## config.mk

```make
export PLATFORM = sky130hd
export DESIGN_NAME = stcb_config_bank
export DESIGN_NICKNAME = d
export VERILOG_FILES = /design/src/stcb_config_bank.v /design/src/stcb_level_pair.v
export VERILOG_INCLUDE_DIRS = /design/src
export SDC_FILE = /design/constraint.sdc
export NUM_CORES = 1
export LEC_CHECK = 0
export BUFFER_PORTS_ARGS = -buffer_cell sky130_fd_sc_hd__buf_2
export CORE_AREA = 5 5 208 210
export DETAILED_ROUTE_END_ITERATION = 10
export DIE_AREA = 0 0 213 215
export PLACE_DENSITY = 0.6
export SYNTH_ARGS = -nofsm -noshare
export SYNTH_HDL_FRONTEND = slang
export SYNTH_SLANG_ARGS = --single-unit
export TNS_END_PERCENT = 100
```

## constraint.sdc

```tcl
create_clock -name clk -period 5.72 [get_ports clk]
set_input_delay 0.286 -clock clk [delete_from_list [all_inputs] [get_ports clk]]
set_output_delay 0.286 -clock clk [all_outputs]
set_load 0.05 [all_outputs]
```

## src/stcb_defines.vh

```
// offsets, field positions, widths and reset values of the switch threshold configuration bank
`ifndef STCB_DEFINES_VH
`define STCB_DEFINES_VH

// register bus geometry
`define STCB_ADDR_W 6
`define STCB_DATA_W 24

// register offsets
`define STCB_OFF_PAIR_TWO_THREE 6'h2A
`define STCB_OFF_PAIR_FOUR_FIVE 6'h2B
`define STCB_OFF_PAIR_SIX_SEVEN 6'h2C
`define STCB_OFF_PAIR_EIGHT_NINE 6'h2D
`define STCB_OFF_SELECTOR_LOW 6'h2E

// threshold word layout
`define STCB_LEVEL_W 10
`define STCB_LOWER_LSB 0
`define STCB_LOWER_MSB 9
`define STCB_UPPER_LSB 10
`define STCB_UPPER_MSB 19
`define STCB_RSVD_LSB 20
`define STCB_RSVD_MSB 23

// selector word layout: input n sits at bits 3n+2 .. 3n
`define STCB_SEL_W 3
`define STCB_SEL_IN0_LSB 0
`define STCB_SEL_IN1_LSB 3
`define STCB_SEL_IN2_LSB 6
`define STCB_SEL_IN3_LSB 9
`define STCB_SEL_IN4_LSB 12
`define STCB_SEL_IN5_LSB 15
`define STCB_SEL_IN6_LSB 18
`define STCB_SEL_IN7_LSB 21
`define STCB_SEL_INPUTS 8

// reset values
`define STCB_LEVEL_RESET 10'h000
`define STCB_SEL_RESET 24'h000000
`define STCB_READ_IDLE 24'h000000

`endif

```

## src/stcb_config_bank.v

```verilog
// register bank of detection thresholds and per-input threshold selectors
//
// Implementation choice: the address-and-strobe port.
`timescale 1ns/1ps
`default_nettype none
`include "stcb_defines.vh"

// How it works
// - word 2Ah keeps level two in bits 9-0, level three in 19-10.
// - upper field of every threshold word has LSB at bit 10, MSB at 19.
// - word 2Bh keeps level five in bits 19-10, level four below it.
// - level four sits at bits 9-0 despite the printed 10-1 range.
// - word 2Ch keeps level seven in bits 19-10, level six in 9-0.
// - lower field of every threshold word has LSB at bit 0, MSB at 9.
// - word 2Dh keeps level nine in bits 19-10, level eight in 9-0.
// - all threshold fields reset to zero.
// - word 2Eh resets to zero, holds eight 3-bit selectors, input 7 highest.
// - a selector value n picks threshold n, zero through seven.
module stcb_config_bank
(
  // clock and reset
  input wire clk,
  input wire rst,
  // register port
  input wire [`STCB_ADDR_W-1:0] reg_addr,
  input wire [`STCB_DATA_W-1:0] reg_wr_data,
  input wire reg_wr_en,
  input wire reg_rd_en,
  output reg [`STCB_DATA_W-1:0] reg_rd_data,
  // levels zero and one live in a word outside this bank
  input wire [`STCB_LEVEL_W-1:0] detect_level_zero,
  input wire [`STCB_LEVEL_W-1:0] detect_level_one,
  // stored detection levels
  output wire [`STCB_LEVEL_W-1:0] detect_level_two,
  output wire [`STCB_LEVEL_W-1:0] detect_level_three,
  output wire [`STCB_LEVEL_W-1:0] detect_level_four,
  output wire [`STCB_LEVEL_W-1:0] detect_level_five,
  output wire [`STCB_LEVEL_W-1:0] detect_level_six,
  output wire [`STCB_LEVEL_W-1:0] detect_level_seven,
  output wire [`STCB_LEVEL_W-1:0] detect_level_eight,
  output wire [`STCB_LEVEL_W-1:0] detect_level_nine,
  // per-input selectors
  output wire [`STCB_SEL_W-1:0] input0_level_select,
  output wire [`STCB_SEL_W-1:0] input1_level_select,
  output wire [`STCB_SEL_W-1:0] input2_level_select,
  output wire [`STCB_SEL_W-1:0] input3_level_select,
  output wire [`STCB_SEL_W-1:0] input4_level_select,
  output wire [`STCB_SEL_W-1:0] input5_level_select,
  output wire [`STCB_SEL_W-1:0] input6_level_select,
  output wire [`STCB_SEL_W-1:0] input7_level_select,
  // threshold applied to each input, one cycle behind its sources
  output wire [`STCB_LEVEL_W-1:0] input0_level,
  output wire [`STCB_LEVEL_W-1:0] input1_level,
  output wire [`STCB_LEVEL_W-1:0] input2_level,
  output wire [`STCB_LEVEL_W-1:0] input3_level,
  output wire [`STCB_LEVEL_W-1:0] input4_level,
  output wire [`STCB_LEVEL_W-1:0] input5_level,
  output wire [`STCB_LEVEL_W-1:0] input6_level,
  output wire [`STCB_LEVEL_W-1:0] input7_level,
  // one-cycle pulse after any accepted write, so consumers can re-evaluate
  output reg config_updated
);

  // address decode
  wire hit_two_three;
  wire hit_four_five;
  wire hit_six_seven;
  wire hit_eight_nine;
  wire hit_selector;
  wire hit_any;
  // per-word write enables, qualified by the write strobe only
  wire wr_two_three;
  wire wr_four_five;
  wire wr_six_seven;
  wire wr_eight_nine;
  wire wr_selector;

  assign hit_two_three = (reg_addr == `STCB_OFF_PAIR_TWO_THREE);
  assign hit_four_five = (reg_addr == `STCB_OFF_PAIR_FOUR_FIVE);
  assign hit_six_seven = (reg_addr == `STCB_OFF_PAIR_SIX_SEVEN);
  assign hit_eight_nine = (reg_addr == `STCB_OFF_PAIR_EIGHT_NINE);
  assign hit_selector = (reg_addr == `STCB_OFF_SELECTOR_LOW);

  // a read strobe never reaches these, so reading cannot disturb a stored field
  assign wr_two_three = reg_wr_en & hit_two_three;
  assign wr_four_five = reg_wr_en & hit_four_five;
  assign wr_six_seven = reg_wr_en & hit_six_seven;
  assign wr_eight_nine = reg_wr_en & hit_eight_nine;
  assign wr_selector = reg_wr_en & hit_selector;
  assign hit_any = hit_two_three | hit_four_five | hit_six_seven | hit_eight_nine | hit_selector;

  // threshold words
  wire [`STCB_DATA_W-1:0] image_two_three;
  wire [`STCB_DATA_W-1:0] image_four_five;
  wire [`STCB_DATA_W-1:0] image_six_seven;
  wire [`STCB_DATA_W-1:0] image_eight_nine;

  stcb_level_pair u_pair_two_three
  (
    .clk(clk),
    .rst(rst),
    .wr_hit(wr_two_three),
    .wr_data(reg_wr_data),
    .lower_level(detect_level_two),
    .upper_level(detect_level_three),
    .word_image(image_two_three)
  );

  // level four takes the same 9..0 field as every other lower level
  stcb_level_pair u_pair_four_five
  (
    .clk(clk),
    .rst(rst),
    .wr_hit(wr_four_five),
    .wr_data(reg_wr_data),
    .lower_level(detect_level_four),
    .upper_level(detect_level_five),
    .word_image(image_four_five)
  );

  stcb_level_pair u_pair_six_seven
  (
    .clk(clk),
    .rst(rst),
    .wr_hit(wr_six_seven),
    .wr_data(reg_wr_data),
    .lower_level(detect_level_six),
    .upper_level(detect_level_seven),
    .word_image(image_six_seven)
  );

  stcb_level_pair u_pair_eight_nine
  (
    .clk(clk),
    .rst(rst),
    .wr_hit(wr_eight_nine),
    .wr_data(reg_wr_data),
    .lower_level(detect_level_eight),
    .upper_level(detect_level_nine),
    .word_image(image_eight_nine)
  );

  // selector word
  reg [`STCB_DATA_W-1:0] input_threshold_selector_low;

  always @(posedge clk or posedge rst)
  begin
    if (rst)
    begin
      input_threshold_selector_low <= `STCB_SEL_RESET;
    end
    else if (wr_selector)
    begin
      input_threshold_selector_low <= reg_wr_data;
    end
  end

  assign input0_level_select = input_threshold_selector_low[`STCB_SEL_IN0_LSB +: `STCB_SEL_W];
  assign input1_level_select = input_threshold_selector_low[`STCB_SEL_IN1_LSB +: `STCB_SEL_W];
  assign input2_level_select = input_threshold_selector_low[`STCB_SEL_IN2_LSB +: `STCB_SEL_W];
  assign input3_level_select = input_threshold_selector_low[`STCB_SEL_IN3_LSB +: `STCB_SEL_W];
  assign input4_level_select = input_threshold_selector_low[`STCB_SEL_IN4_LSB +: `STCB_SEL_W];
  assign input5_level_select = input_threshold_selector_low[`STCB_SEL_IN5_LSB +: `STCB_SEL_W];
  assign input6_level_select = input_threshold_selector_low[`STCB_SEL_IN6_LSB +: `STCB_SEL_W];
  assign input7_level_select = input_threshold_selector_low[`STCB_SEL_IN7_LSB +: `STCB_SEL_W];

  // threshold table that the selectors index
  wire [`STCB_LEVEL_W-1:0] level_table [0:`STCB_SEL_INPUTS-1];

  assign level_table[0] = detect_level_zero;
  assign level_table[1] = detect_level_one;
  assign level_table[2] = detect_level_two;
  assign level_table[3] = detect_level_three;
  assign level_table[4] = detect_level_four;
  assign level_table[5] = detect_level_five;
  assign level_table[6] = detect_level_six;
  assign level_table[7] = detect_level_seven;

  // registered selection: a glitch-free level for the comparators, at one cycle of latency;
  // each input keeps its own register so no storage has more than one process driving it
  genvar gi;
  generate
    for (gi = 0; gi < `STCB_SEL_INPUTS; gi = gi + 1)
    begin : g_select
      wire [`STCB_SEL_W-1:0] pick;
      reg [`STCB_LEVEL_W-1:0] chosen;
      assign pick = input_threshold_selector_low[gi*`STCB_SEL_W +: `STCB_SEL_W];
      always @(posedge clk or posedge rst)
      begin
        if (rst)
        begin
          chosen <= `STCB_LEVEL_RESET;
        end
        else
        begin
          chosen <= level_table[pick];
        end
      end
    end
  endgenerate

  assign input0_level = g_select[0].chosen;
  assign input1_level = g_select[1].chosen;
  assign input2_level = g_select[2].chosen;
  assign input3_level = g_select[3].chosen;
  assign input4_level = g_select[4].chosen;
  assign input5_level = g_select[5].chosen;
  assign input6_level = g_select[6].chosen;
  assign input7_level = g_select[7].chosen;

  // read path
  reg [`STCB_DATA_W-1:0] read_value;

  always @*
  begin
    read_value = `STCB_READ_IDLE;
    if (hit_two_three)
    begin
      read_value = image_two_three;
    end
    else if (hit_four_five)
    begin
      read_value = image_four_five;
    end
    else if (hit_six_seven)
    begin
      read_value = image_six_seven;
    end
    else if (hit_eight_nine)
    begin
      read_value = image_eight_nine;
    end
    else if (hit_selector)
    begin
      read_value = input_threshold_selector_low;
    end
  end

  // read data stand only in the cycle after the strobe; unmapped offsets read zero
  always @(posedge clk or posedge rst)
  begin
    if (rst)
    begin
      reg_rd_data <= `STCB_READ_IDLE;
    end
    else if (reg_rd_en)
    begin
      reg_rd_data <= read_value;
    end
    else
    begin
      reg_rd_data <= `STCB_READ_IDLE;
    end
  end

  // write notification
  always @(posedge clk or posedge rst)
  begin
    if (rst)
    begin
      config_updated <= 1'b0;
    end
    else
    begin
      config_updated <= reg_wr_en & hit_any;
    end
  end

endmodule // stcb_config_bank
`default_nettype wire

```

## src/stcb_level_pair.v

```verilog
// one threshold word holding a lower and an upper 10-bit detection level
`timescale 1ns/1ps
`default_nettype none
`include "stcb_defines.vh"

module stcb_level_pair
(
  // clock and reset
  input wire clk,
  input wire rst,
  // write side
  input wire wr_hit,
  input wire [`STCB_DATA_W-1:0] wr_data,
  // stored levels
  output reg [`STCB_LEVEL_W-1:0] lower_level,
  output reg [`STCB_LEVEL_W-1:0] upper_level,
  // read image with reserved bits at zero
  output wire [`STCB_DATA_W-1:0] word_image
);

  always @(posedge clk or posedge rst)
  begin
    if (rst)
    begin
      lower_level <= `STCB_LEVEL_RESET;
      upper_level <= `STCB_LEVEL_RESET;
    end
    else if (wr_hit)
    begin
      // bits 23..20 are never stored, so writes there cannot disturb the levels
      lower_level <= wr_data[`STCB_LOWER_MSB:`STCB_LOWER_LSB];
      upper_level <= wr_data[`STCB_UPPER_MSB:`STCB_UPPER_LSB];
    end
  end

  assign word_image = {4'h0, upper_level, lower_level};

endmodule // stcb_level_pair
`default_nettype wire

```

Word level (Yosys, flattened, before mapping)
Index checks and enable logic that the tools add are counted.

Register bits after elaboration: 209. Input port bits: 54.

$lt $le $gt $ge: 8. Bitwise gates (word level): 18. Multiplexer cells: 30. Eq/ne operators: 5.

Operators by type and width (number): binary-select mux 10 bit (select 3 bit) (8); 2-to-1 mux 10 bit (16); 2-to-1 mux 24 bit (6); greater-or-equal comparator 4 bit, second input constant (8); NOT 3 -> 4 bit (8); == test 6 bit, second input constant (5); bitwise AND 1 bit (6); OR 1 bit (4).

Longest topological paths before layout
Depth in word-level cells: 7. Mapped depth: 6.

Modules after synthesis
From an unflattened synthesis, not the netlist that was laid out.

Cell total of the unflattened synthesis: 888. Area total of the unflattened synthesis: 13325.3 um^2.

By module, submodules not included: stcb_config_bank (seq. area each 3228.1 um^2, times used 1, area each 9281.4 um^2, cells an instance 616); stcb_level_pair (seq. area each 500.5 um^2, times used 4, area each 1011.0 um^2, cells an instance 68).

Least setup slack after synthesis
Ideal clock, no wire load.

Kind: reg2reg. From: reg input_threshold_selector_low[0]. To: reg g_select[0].chosen[0], in the netlist input0_level[0]. Stages on the path, launching flop included: 4. Arrival: 1.855 ns. Path slack: 3.740 ns. Setup time: 0.125 ns. Clock period less this slack: 1.980 ns. Required time: 5.595 ns. Cell sequence: dfrtp_1 -> buf_2 -> mux4_2 -> mux2_2.

Cells in the longest elaborated chain, start to end: 4.

RTL lines: from (decl) (line stcb_config_bank.v:144) `` reg [`STCB_DATA_W-1:0] input_threshold_selector_low; ``; from (signal assigned) (line stcb_config_bank.v:150) `` input_threshold_selector_low <= `STCB_SEL_RESET; ``; from (signal assigned) (line stcb_config_bank.v:154) `input_threshold_selector_low <= reg_wr_data;`; NOT 3 -> 4 bit (not written as such) (line stcb_config_bank.v:196) `chosen <= level_table[pick];`; binary-select mux 10 bit (select 3 bit) (line stcb_config_bank.v:196); 2-to-1 mux 10 bit (not written as such) (2 in series) (line stcb_config_bank.v:196); to (signal assigned) (line stcb_config_bank.v:192) `` chosen <= `STCB_LEVEL_RESET; ``; to (signal assigned) (line stcb_config_bank.v:196); to (decl) (line stcb_config_bank.v:186) `` reg [`STCB_LEVEL_W-1:0] chosen; ``.

Every way passes these cells. The select of a mux whose other input is x is not followed. A chain may end at the register's enable or synchronous reset.

Final worst setup path
From: reg input_threshold_selector_low[15]. To: out input5_level_select[0].

RTL lines: to (decl) (line stcb_config_bank.v:48) `` output wire [`STCB_SEL_W-1:0] input5_level_select, ``.

No word-level cell between the ends.

==> impl_metrics.env <==
export IMPL_outcome="finished clean"
export IMPL_synth_seq_cells=209
export IMPL_synth_area_leaders="dfrtp_1 (43%), mux4_2 (29%), mux2_2 (15%)"
export IMPL_vias=8753
export IMPL_pin_count=263
export IMPL_finClkSkew_ns=0.00870
export IMPL_synthDistinctLibCells=22
export IMPL_p_leak_uw=0.00658
export IMPL_dp_cells=1514
export IMPL_cp_max_fo=13
export IMPL_max_vdd_ir_drop_uv=223
export IMPL_crit_chain="buf_4 -> buf_2"
export IMPL_yosysSeqAreaShare=0.428
export IMPL_ys_top_cells_by_count="dfrtp_1 (209), mux2_2 (164), mux4_2 (160)"
export IMPL_dieHeight_um=215
export IMPL_cap_violations=0
export IMPL_path_class="register to primary output"
export IMPL_hold_path_class="input pin to register"
export IMPL_core_rowCount=75
export IMPL_relSlewSlack=0.198
export IMPL_grt_setup_unrepaired="false"
export IMPL_pwr_share_clk=0.280
export IMPL_routed_via_density=5.58
export IMPL_insertion_delay_ns=0.53
export IMPL_crit_arrival_ns=2.13
export IMPL_overflow=0
export IMPL_synthesis_area_mm2=0.0122
export IMPL_port_buffer_count=262
export IMPL_ff_latch_area_mm2=0.00523
export IMPL_cts_root_buf="clkbuf_16"
export IMPL_top_regs="input_threshold_selector_low (24), reg_rd_data (24)"
export IMPL_dp_hpwl_um=30700
export IMPL_grt_max_degree=134
export IMPL_max_stage_delay_ns=0.89
export IMPL_cts_max_path_buffers=3
export IMPL_setup_viol=0
export IMPL_clkTransAtPathRegs_ns=0.06
export IMPL_grt_pass1_wl_um=67000
export IMPL_final_util=0.362
export IMPL_yosysTopAreaCell="dfrtp_1"
export IMPL_finalSetupTns_ns=0
export IMPL_worst_ep_required_time_ns=5.43
export IMPL_first_global_vias=9219
export IMPL_drc_errors=0
export IMPL_p_per_area_mw_per_mm2=397
export IMPL_seqPwrFrac=0.359
export IMPL_instances_no_fill=1569
export IMPL_place_congestion=0.794
export IMPL_comb_power_share=0.361
export IMPL_areaGrowthSynthToFinish_pct=22.5
export IMPL_cts_tree="yes"
export IMPL_whs_ns=0.0351
export IMPL_internal_power_uw=3510
export IMPL_synth_top_area_frac=0.428
export IMPL_critPathSlowestCell="dfrtp_1"
export IMPL_dr_pass1_iters=5
export IMPL_drt_iter0_drc=605
export IMPL_cts_sinks=209
export IMPL_critPathLaunchType="register"
export IMPL_min_period_ns=2.42
export IMPL_fmax_ghz=0.413
export IMPL_cts_setup_buffers=0
export IMPL_grt_usage=0.197
export IMPL_wirelength_um=45800
export IMPL_slew_violations=0
export IMPL_h_tree_depth=1
export IMPL_final_hold_violation_count=0
export IMPL_async_flop_share=1.00
export IMPL_worstMarginPinSlew_ns=1.20
export IMPL_yosysWarnings=0
export IMPL_drive_gt1_frac=0.656
export IMPL_cts_buffers_inserted=25
export IMPL_end_kind="primary output"
export IMPL_period_share=0.423
export IMPL_p_switching_uw=2440
export IMPL_p_total_uw=5950
export IMPL_synth_edff_count=0
export IMPL_avgSynthCellArea_um2=16.0
export IMPL_syn_nets=820
export IMPL_die_area_mm2=0.0458
export IMPL_cts_resized=0
export IMPL_synth_main_ff_cell="dfrtp_1"
export IMPL_antenna_found_initial=3
export IMPL_core_area_mm2=0.0414
export IMPL_synthCells=766
export IMPL_synth_most_common_cell="dfrtp_1"
export IMPL_detail_route_antenna_nets=0
export IMPL_wire_per_inst_um=29.2
export IMPL_multi_input_area_mm2=0.00668
export IMPL_nets=1061
export IMPL_switching_share=0.411
export IMPL_initial_core_util=0.296
export IMPL_num_fill_cells=3971
export IMPL_die_w_um=213
cells in the final DEF (no fill, tap or decap):
cell             n
diode_2          5
clkinvlp_4       1
inv_6            1
o21ai_0         40
nor2_2           1
buf_2          262
clkbuf_16       25
and2_1           4
dfrtp_2          3
buf_12           1
clkbuf_1         5
or2_4            1
clkinv_4         1
mux2_2         164
clkinv_2         5
clkbuf_8         5
nand2_1          2
a22oi_1         20
nand3_1          1
dfrtp_1        206
a21oi_1         22
inv_1            1
or3b_1           1
nand4bb_1        1
nor2_1           1
dlygate4sd3_1    5
buf_4           19
bufinv_16        3
nand3b_1        20
mux2_4          20
and4b_1          4
mux2i_1         20
mux4_2         160
timing repair:
action / in CTS / in global routing
endpoints found under the setup margin: 0 / 0
hold endpoints to repair: 35 / 0
hold buffers: 5 / 0
power by group through the flow:
stage | combinational, uW | sequential, uW | clock, uW
2_1_floorplan | 841 | 2790 | 0
3_3_place_gp | 2140 | 2160 | 0
3_5_place_dp | 2160 | 2170 | 0
6_report | 2150 | 2140 | 1660
5_1_grt | 2250 | 2170 | 1770
4_1_cts | 2170 | 2140 | 1710
cells by family after synthesis:
logic type             synth area share
buffers and inverters            0.0267
multiplexers                      0.486
AO/OA/AOI/OAI                    0.0376
AND/OR/NAND/NOR                  0.0216
flip-flops                        0.428
cell type report:
cell class,instances,area share
Multi-Input combinational cell,482,0.446
Clock buffer,35,0.0476
Sequential cell,209,0.349
Timing Repair Buffer,287,0.102
Clock inverter,10,0.00885
Antenna cell,5,0.000835
Inverter,2,0.000752
Tap cell,539,0.0450
routing by layer:
layer	up-vias	share of wire	GRT usage
met3	59	0.078	0.0456
met4	2	0.025	0.0501
met2	392	0.46	0.301
li1	3600	-	-
met1	4700	0.44	0.284
met5	-	0.00028	0
per-stage QoR:
step           area (um2)  setup WS (ns)
4_1_cts             15000           3.18
3_3_place_gp        14100           3.13
6_report            15000           3.30
3_5_place_dp        14100           3.06
5_1_grt             15000           3.09
2_1_floorplan       12200           2.72
worst max-delay path: cells and delay by family, from the launching register on:
family                 cells  cell delay, ns
flip-flops                 1            0.89
buffers and inverters      2            0.69
worst paths after layout:
check / slack [ns] / start / cells after the start / end
worst min register to register: 0.51 / input_threshold_selector_low[22] / 1 / input_threshold_selector_low[22]
min in group asynchronous: 0.45 / rst / 3 / input5_level[5]
worst min-delay path: 0.04 / reg_wr_data[13] / 2 / u_pair_two_three.upper_level[3]
worst max-delay path: 3.30 / input_threshold_selector_low[15] / 2 / input5_level_select[0]
worst max register to register: 3.50 / input_threshold_selector_low[15] / 3 / input5_level[2]
max in group asynchronous: 4.08 / rst / 4 / input_threshold_selector_low[6]
Note: power is estimated with default switching activity, not from simulation.
